==> src/common/timer_pin_io_pkg.sv <==
// Constants shared by the timer pin function selector
package timer_pin_io_pkg;
   localparam int NSLOT = 4;
   localparam int CNT_W_DEF = 16;
   localparam int ADDR_W = 8;
   localparam int DATA_W = 32;
   localparam int CTRL_W = 8;
   localparam int FIELD_W = 4;
   // Slot 0 is channel 0 register C, slots 1 to 3 are channels 1 to 3 reg A
   localparam int SLOT_CH0C = 0;
   localparam int SLOT_LINK = 1;
   localparam logic [ADDR_W-1:0] OFS_CH1_CTRL = 8'h00;
   localparam logic [ADDR_W-1:0] OFS_CH2_CTRL = 8'h04;
   localparam logic [ADDR_W-1:0] OFS_CH3_CTRL = 8'h08;
   localparam logic [ADDR_W-1:0] OFS_CH0_CTRL_LOW = 8'h0c;
   localparam logic [ADDR_W-1:0] OFS_CH0_MODE = 8'h10;
   localparam logic [ADDR_W-1:0] OFS_PIN_STATUS = 8'h14;
   localparam logic [NSLOT-1:0][ADDR_W-1:0] CTRL_OFS =
      {OFS_CH3_CTRL, OFS_CH2_CTRL, OFS_CH1_CTRL, OFS_CH0_CTRL_LOW};
   localparam logic [NSLOT-1:0][ADDR_W-1:0] GEN_OFS =
      {8'h24, 8'h20, 8'h1c, 8'h18};
   // Field bit positions and the mode register buffer bit
   localparam int IO_BIT0 = 0;
   localparam int IO_BIT1 = 1;
   localparam int IO_BIT2 = 2;
   localparam int IO_BIT3 = 3;
   localparam int BUF_MODE_A_BIT = 4;
   // Values after reset
   localparam logic [CTRL_W-1:0] CTRL_RST = 8'h00;
   localparam logic [CTRL_W-1:0] MODE_RST = 8'h00;
   localparam logic PIN_LEVEL_RST = 1'b0;
   localparam logic PIN_OE_RST = 1'b1;
   // Pin actions of the compare modes, bits 1:0 of the field
   localparam logic [1:0] ACT_HOLD = 2'h0;
   localparam logic [1:0] ACT_LOW = 2'h1;
   localparam logic [1:0] ACT_HIGH = 2'h2;
   localparam logic [1:0] ACT_TOGGLE = 2'h3;
   // Capture edges, bits 1:0 of the field
   localparam logic [1:0] CAP_RISE = 2'h0;
   localparam logic [1:0] CAP_FALL = 2'h1;
endpackage : timer_pin_io_pkg

==> src/rtl/pin_out_ctl.sv <==
// Compare-mode pin driver for one timer channel register
`timescale 1ns/1ps
module pin_out_ctl
   import timer_pin_io_pkg::*;
(
   input wire logic clk,
   input wire logic rst_n,
   input wire logic [FIELD_W-1:0] field,
   input wire logic field_written,
   input wire logic match,
   input wire logic off,
   output logic pin_o,
   output logic pin_oe
);
   typedef struct packed {
      logic level;
      logic oe;
   } out_st_t;

   out_st_t q;
   out_st_t d;

   always_comb
   begin
      d = q;
      d.oe = !field[IO_BIT3];
      if (!field[IO_BIT3] && !off)
      begin
         // A fresh setting wins over a match in the same cycle
         if (field_written)
         begin
            if (field[IO_BIT1:IO_BIT0] != ACT_HOLD)
               d.level = field[IO_BIT2];
         end
         else if (match)
         begin
            unique case (field[IO_BIT1:IO_BIT0])
               ACT_HOLD: d.level = q.level;
               ACT_LOW: d.level = 1'b0;
               ACT_HIGH: d.level = 1'b1;
               ACT_TOGGLE: d.level = !q.level;
            endcase
         end
      end
   end

   always_ff @(posedge clk)
   begin
      if (!rst_n)
         q <= '{level: PIN_LEVEL_RST, oe: PIN_OE_RST};
      else
         q <= d;
   end

   assign pin_o = q.level;
   assign pin_oe = q.oe;
endmodule : pin_out_ctl

==> src/rtl/capture_ctl.sv <==
// Input capture trigger for one timer channel register
`timescale 1ns/1ps
module capture_ctl
   import timer_pin_io_pkg::*;
#(
   parameter bit LINK = 1'b0
)
(
   input wire logic clk,
   input wire logic rst_n,
   input wire logic [FIELD_W-1:0] field,
   input wire logic link_evt,
   input wire logic pin_i,
   input wire logic off,
   output logic hit
);
   typedef struct packed {
      logic prev;
      logic valid;
   } cap_st_t;

   cap_st_t q;
   cap_st_t d;
   logic rise;
   logic fall;

   // No edge is seen in the first cycle after reset: prev is not yet known
   assign rise = q.valid && pin_i && !q.prev;
   assign fall = q.valid && !pin_i && q.prev;

   always_comb
   begin
      d.prev = pin_i;
      d.valid = 1'b1;
      hit = 1'b0;
      if (field[IO_BIT3] && !off)
      begin
         if (LINK && field[IO_BIT2])
            hit = link_evt;
         else if (field[IO_BIT1])
            hit = rise || fall;
         else if (field[IO_BIT0] == CAP_FALL[0])
            hit = fall;
         else
            hit = rise;
      end
   end

   always_ff @(posedge clk)
   begin
      if (!rst_n)
         q <= '0;
      else
         q <= d;
   end
endmodule : capture_ctl

==> src/rtl/timer_pin_io.sv <==
// Pin function selector for timer channel 1-3 reg A and channel 0 reg C
// How it works
// - Hold mode never changes the pin; after reset the pin stays low.
// - Compare mode 01 drives the pin low on each compare match.
// - Compare mode 10 drives the pin high on each compare match.
// - Compare mode 11 toggles the pin on each compare match.
// - Capture mode 00 loads the counter on a rising pin edge.
// - Capture mode 01 loads the counter on a falling pin edge.
// - Capture mode 1x loads the counter on both pin edges.
// - Channel 1 with bits 3 and 2 set captures on channel 0 reg A events.
// - Buffer mode A stops channel 0 reg C from moving its pin or capturing; its pin_oe still follows bit 3.
//
// Decided for this implementation: the address map and the strobed register port.
`timescale 1ns/1ps
module timer_pin_io
   import timer_pin_io_pkg::*;
#(
   parameter int CNT_W = CNT_W_DEF
)
(
   input wire logic clk,
   input wire logic rst_n,
   input wire logic [ADDR_W-1:0] addr,
   input wire logic [DATA_W-1:0] wdata,
   input wire logic wr,
   input wire logic rd,
   output logic [DATA_W-1:0] rdata,
   input wire logic [NSLOT-1:0][CNT_W-1:0] counter,
   input wire logic [NSLOT-1:0] match,
   input wire logic ch0_event_a,
   input wire logic [NSLOT-1:0] pin_i,
   output logic [NSLOT-1:0] pin_o,
   output logic [NSLOT-1:0] pin_oe,
   output logic [NSLOT-1:0][CNT_W-1:0] general_reg,
   output logic [NSLOT-1:0] capture_evt
);
   generate
      if (CNT_W < 1 || CNT_W > DATA_W)
      begin : g_bad_width
         $error("timer_pin_io: CNT_W must be 1 to 32");
      end
   endgenerate

   typedef struct packed {
      logic [NSLOT-1:0][CTRL_W-1:0] ctrl;
      logic [CTRL_W-1:0] mode;
      logic [NSLOT-1:0][CNT_W-1:0] gen;
      logic [NSLOT-1:0] written;
      logic [NSLOT-1:0] cap_evt;
      logic [DATA_W-1:0] rdata;
   } top_st_t;

   top_st_t q;
   top_st_t d;
   logic [NSLOT-1:0] off;
   logic [NSLOT-1:0] hit;
   logic [NSLOT-1:0][FIELD_W-1:0] field;

   // Only channel 0 reg C can serve as a buffer
   always_comb
   begin
      off = '0;
      off[SLOT_CH0C] = q.mode[BUF_MODE_A_BIT];
   end

   genvar gi;
   generate
      for (gi = 0; gi < NSLOT; gi++)
      begin : g_slot
         assign field[gi] = q.ctrl[gi][FIELD_W-1:0];

         pin_out_ctl u_out (
            .clk(clk),
            .rst_n(rst_n),
            .field(field[gi]),
            .field_written(q.written[gi]),
            .match(match[gi]),
            .off(off[gi]),
            .pin_o(pin_o[gi]),
            .pin_oe(pin_oe[gi])
         );

         capture_ctl #(
            .LINK(gi == SLOT_LINK)
         ) u_cap (
            .clk(clk),
            .rst_n(rst_n),
            .field(field[gi]),
            .link_evt(ch0_event_a),
            .pin_i(pin_i[gi]),
            .off(off[gi]),
            .hit(hit[gi])
         );
      end
   endgenerate

   always_comb
   begin
      d = q;
      d.rdata = '0;
      for (int i = 0; i < NSLOT; i++)
      begin
         d.written[i] = wr && (addr == CTRL_OFS[i]);
         if (d.written[i])
            d.ctrl[i] = wdata[CTRL_W-1:0];
         if (wr && (addr == GEN_OFS[i]))
            d.gen[i] = wdata[CNT_W-1:0];
         // A capture in the same cycle as a software write wins
         if (hit[i])
            d.gen[i] = counter[i];
         d.cap_evt[i] = hit[i];
      end
      if (wr && (addr == OFS_CH0_MODE))
         d.mode = wdata[CTRL_W-1:0];
      if (rd)
      begin
         for (int i = 0; i < NSLOT; i++)
         begin
            if (addr == CTRL_OFS[i])
               d.rdata = {{(DATA_W-CTRL_W){1'b0}}, q.ctrl[i]};
            if (addr == GEN_OFS[i])
               d.rdata[CNT_W-1:0] = q.gen[i];
         end
         if (addr == OFS_CH0_MODE)
            d.rdata = {{(DATA_W-CTRL_W){1'b0}}, q.mode};
         if (addr == OFS_PIN_STATUS)
            d.rdata = {{(DATA_W-2*NSLOT){1'b0}}, pin_oe, pin_o};
      end
   end

   always_ff @(posedge clk)
   begin
      if (!rst_n)
      begin
         q.ctrl <= {NSLOT{CTRL_RST}};
         q.mode <= MODE_RST;
         q.gen <= '0;
         q.written <= '0;
         q.cap_evt <= '0;
         q.rdata <= '0;
      end
      else
         q <= d;
   end

   assign rdata = q.rdata;
   assign general_reg = q.gen;
   assign capture_evt = q.cap_evt;

   // Decoder of every mapped offset; anything else must read as zero
   logic addr_known;

   always_comb
   begin
      addr_known = (addr == OFS_CH0_MODE) || (addr == OFS_PIN_STATUS);
      for (int i = 0; i < NSLOT; i++)
      begin
         if (addr == CTRL_OFS[i] || addr == GEN_OFS[i])
            addr_known = 1'b1;
      end
   end

   generate
      for (gi = 0; gi < NSLOT; gi++)
      begin : g_chk
         logic cmp_go;
         logic cap_go;
         logic link_sel;

         assign link_sel = (gi == SLOT_LINK) && field[gi][IO_BIT2];
         assign cmp_go = !field[gi][IO_BIT3] && match[gi]
            && !q.written[gi] && !off[gi];
         assign cap_go = field[gi][IO_BIT3] && !link_sel && !off[gi];

      end
   endgenerate
endmodule : timer_pin_io

==> config.mk <==
export PLATFORM = sky130hd
export DESIGN_NAME = timer_pin_io
export DESIGN_NICKNAME = d
export VERILOG_FILES = /design/src/common/timer_pin_io_pkg.sv /design/src/rtl/pin_out_ctl.sv /design/src/rtl/capture_ctl.sv /design/src/rtl/timer_pin_io.sv
export SDC_FILE = /design/constraint.sdc
export NUM_CORES = 1
export LEC_CHECK = 0
export BUFFER_PORTS_ARGS = -buffer_cell sky130_fd_sc_hd__buf_2
export CORE_MARGIN = 2
export CORE_UTILIZATION = 52
export DETAILED_ROUTE_END_ITERATION = 8
export GPL_TIMING_DRIVEN = 1
export PLACE_DENSITY = 0.93
export SLEW_MARGIN = 0
export SYNTH_ARGS = -nofsm -noshare
export SYNTH_HDL_FRONTEND = slang
export SYNTH_SLANG_ARGS = --single-unit
==> constraint.sdc <==
create_clock -name clk -period 2.6 [get_ports clk]
set_clock_uncertainty 0.1 [all_clocks]
set_input_delay 0.13 -clock clk [delete_from_list [all_inputs] [get_ports clk]]
set_output_delay 0.13 -clock clk [all_outputs]
set_load 0.02 [all_outputs]
==> results.py <==
metrics = {
    "floorplan": {
        "design.die.area_mm2": 0.01525,
        "initial_utilization_pct": 53.27,
        "fp-row-count": 43,
        "fp.dieH_um": 123.5,
        "io_pins": 225,
        "core_region_area_mm2": 0.01393,
        "floorplan.die.width_um": 123.5,
    },
    "yosys": {
        "synth_area_mm2": 0.007423,
        "synth_ff_type": "sky130_fd_sc_hd__dfxtp_1",
        "synthCells": 874,
        "synth_seq_area_share_pct": 38.02,
        "average_instance_area_after_synthesis_um2": 8.494,
        "asyncSetResetFlopFracSynth_pct": 0,
        "ys_types": 59,
        "synth_seq_cells": 141,
        "ys.warnings.count": 0,
        "synth_enable_flop_cells": 0,
    },
    "cells_and_area": {
        "final_net_count": 1178,
        "post-route-util_pct": 67.61,
        "area_occupied_by_registers_mm2": 0.002823,
        "multiInputGateArea_mm2": 0.003582,
        "syn2layout_area_growth_pct": 26.92,
        "number_of_flip_flops_in_the_largest_register": 64,
        "final.fill_count": 1039,
        "final_layout_size_suffix_gt1_share_pct": 25.51,
    },
    "sta": {
        "max_freq_mhz": 408.1,
        "worst_slew_pin_tran_ns": 0.8935,
        "timing.hold.ws_ns": 0.01394,
        "min_period_over_period_pct": 94.25,
        "hold_viol_final": 0,
        "timing.final.max_slew_violations": 0,
        "final_setup_violation_count": 0,
        "unrepaired_setup_endpoints_after_global_routing": "no",
        "fin_setup_tns_ns": 0,
        "post-route-min-period_ns": 2.450,
        "fin_ws_ns": 0.1495,
        "slew_headroom_pct": 40.35,
    },
    "grt": {
        "initial_antenna_violation_count": 1,
        "first_global_vias": 7239,
        "grt_pass1_wl_mm": 40.38,
        "groute.usage.overall_pct": 35.49,
        "grt_start_max_net_pins": 46,
        "globalRoute.totalOverflow": 0,
    },
    "cts": {
        "cts.sinks": 141,
        "htreeDepth": 4,
        "cts_inserted_buffers": 17,
        "clock_path_buffers": 2,
        "clock_tree.root_cell": "sky130_fd_sc_hd__clkbuf_16",
        "tritoncts": "done",
        "clkTransAtPathRegs_ns": 0.07,
        "clock_latency_ns": 0.44,
    },
    "power_and_ir_drop": {
        "power.leakage_nw": 4.363,
        "max-vdd-ir-drop_v": 0.0004227,
        "power.density_mw_per_mm2": 526.9,
    },
    "drt": {
        "route.antenna.remaining_nets": 0,
        "drt-pass1-iter-count": 6,
        "routed_via_density": 6.168,
        "drc_errors": 0,
        "post_drt_wl_per_cell_um": 21.85,
        "detail_route.iter0.violations": 1085,
        "route.vias.total": 7741,
        "routed_wl_mm": 27.42,
    },
    "setup_path": {
        "timing.critical_path.arrival_ns": 2.67,
        "timing.critical_path.to_type": "flip-flop",
        "path_delay_family": "simple AND/OR/NAND/NOR gates",
        "cp_num_buf_inv": 2,
        "critical_path.startpoint_type": "input port",
        "critPathRequiredTime_ns": 2.82,
        "worstPathCellList": "buf_2, or4b_2, nor3_2, nand2_2, mux2i_1, a21oi_1, dlygate4sd3_1",
        "max_fanout_on_critical_path": 16,
        "crit_path_max_incr_delay_ns": 0.73,
        "slowest_stage": "sky130_fd_sc_hd__or4b_2",
        "criticalPathCategory": "in2reg",
    },
    "status": {
        "status": "complete, no violations",
    },
    "place": {
        "place_worst_setup_slack_ns": 0.2657,
        "dpl.hpwl_mm": 17.29,
        "gpl.final_weighted_congestion": 0.9246,
        "buffer_ports.inserted": 192,
    },
    "hold_path": {
        "timing.hold.worst.class": "in2reg",
    },
    "job": {
        "max_cap_viol_count": 0,
    },
}
==> metrics by stage <==
stage	cell area, µm²	total power, W	cells
global route	9422	0.005076	1255
floorplan	7480	0.002416	889
detailed placement	7846	0.002546	1121
finish	9422	0.004964	1255
CTS	9414	0.004907	1254
global placement	7846	0.002543	1121
==> report_power, final <==
part           total [W]  switching, W  internal, W
registers        0.00217    0.00000726      0.00217
clock network    0.00235       0.00100      0.00134
logic           0.000444      0.000252     0.000191
total            0.00496       0.00126      0.00370
==> worst reg2reg max path, stage by stage (launching register included) <==
cell and delay [ns]:
sky130_fd_sc_hd__dfxtp_1 0.35, sky130_fd_sc_hd__xor2_1 0.19, sky130_fd_sc_hd__o2111ai_2 0.21, sky130_fd_sc_hd__buf_4 0.37, sky130_fd_sc_hd__mux2i_1 0.14, sky130_fd_sc_hd__dlygate4sd3_1 0.59, sky130_fd_sc_hd__a211oi_1 0.38
==> cell usage after synthesis (6+ instances only) <==
cell / instances / area, µm²
sky130_fd_sc_hd__a22o_1: 8 / 70.07
sky130_fd_sc_hd__a311oi_1: 19 / 166.4
sky130_fd_sc_hd__buf_2: 16 / 80.08
sky130_fd_sc_hd__a221oi_1: 13 / 113.9
sky130_fd_sc_hd__and2_1: 7 / 43.79
sky130_fd_sc_hd__a211oi_1: 20 / 150.1
sky130_fd_sc_hd__nand3_1: 19 / 95.09
sky130_fd_sc_hd__mux2i_1: 85 / 850.8
sky130_fd_sc_hd__nor3_1: 9 / 45.04
sky130_fd_sc_hd__o2bb2ai_1: 6 / 52.55
sky130_fd_sc_hd__dfxtp_1: 141 / 2823
sky130_fd_sc_hd__a21oi_1: 60 / 300.3
sky130_fd_sc_hd__nand2_1: 56 / 210.2
sky130_fd_sc_hd__clkbuf_1: 41 / 153.9
sky130_fd_sc_hd__nor2_1: 111 / 416.7
sky130_fd_sc_hd__a22oi_1: 8 / 60.06
sky130_fd_sc_hd__buf_4: 110 / 825.8
sky130_fd_sc_hd__o22ai_1: 8 / 50.05
sky130_fd_sc_hd__o21ai_0: 49 / 245.2
==> cell usage in the layout, fill, tap and decap left out, types with 8 or more instances in the layout <==
master and instances:
sky130_fd_sc_hd__buf_4 29, sky130_fd_sc_hd__o22ai_1 8, sky130_fd_sc_hd__mux2i_1 85, sky130_fd_sc_hd__a21oi_1 60
sky130_fd_sc_hd__nand2_1 56, sky130_fd_sc_hd__a211oi_1 20, sky130_fd_sc_hd__conb_1 16, sky130_fd_sc_hd__a22o_1 8
sky130_fd_sc_hd__nor2_1 111, sky130_fd_sc_hd__a221oi_1 13, sky130_fd_sc_hd__nand3_1 19, sky130_fd_sc_hd__clkbuf_16 17
sky130_fd_sc_hd__o21ai_0 49, sky130_fd_sc_hd__a22oi_1 8, sky130_fd_sc_hd__buf_2 192, sky130_fd_sc_hd__a311oi_1 19
sky130_fd_sc_hd__nor3_1 9, sky130_fd_sc_hd__dlygate4sd3_1 101, sky130_fd_sc_hd__dfxtp_1 141
==> final timing paths <==
check | cells past startpoint | slack, ns | end | startpoint
setup / recovery | 7 | 0.15 | general_reg[26] | addr[5]
hold / removal | 4 | 0.01 | g_slot[2].u_out.pin_o | match[2]
setup reg to reg | 6 | 0.17 | general_reg[44] | field[8]
hold reg to reg | 1 | 0.37 | g_slot[0].u_out.pin_oe | field[3]
==> cell families after synthesis <==
group	count (synthesis)	synth area share [%]
flops	141	38.02
mux	88	11.92
compound gates	212	18.46
xor+xnor	7	0.8259
simple gates	249	16.00
buf+inv	176	14.73
other cells	1	0.05052
==> layout make-up <==
type                       count  area share, %
antenna                        1        0.02656
clock buffer                  19          4.701
clock inverter                13          1.208
inverter                       6         0.2390
multi-input combinational    572          38.02
sequential                   141          29.96
tap                          180          2.390
timing repair buffer         323          23.45
==> metal layers <==
metal | share of wire (%) | track usage, % | vias to the layer above
met5 | 0 | 0 | -
met4 | 5.9 | 20.17 | 0
met3 | 11 | 8.764 | 159
met2 | 46 | 56.15 | 616
met1 | 38 | 44.01 | 3586
li1 | - | - | 3380
==> what timing repair did <==
item                                   4_1_cts  5_1_grt
hold buffers                               101        0
setup endpoints to repair                    0        1
gates resized for setup                      0        1
endpoints found under the hold margin       76        0
setup buffers                                0        0
(Power assumes the default switching activity.)
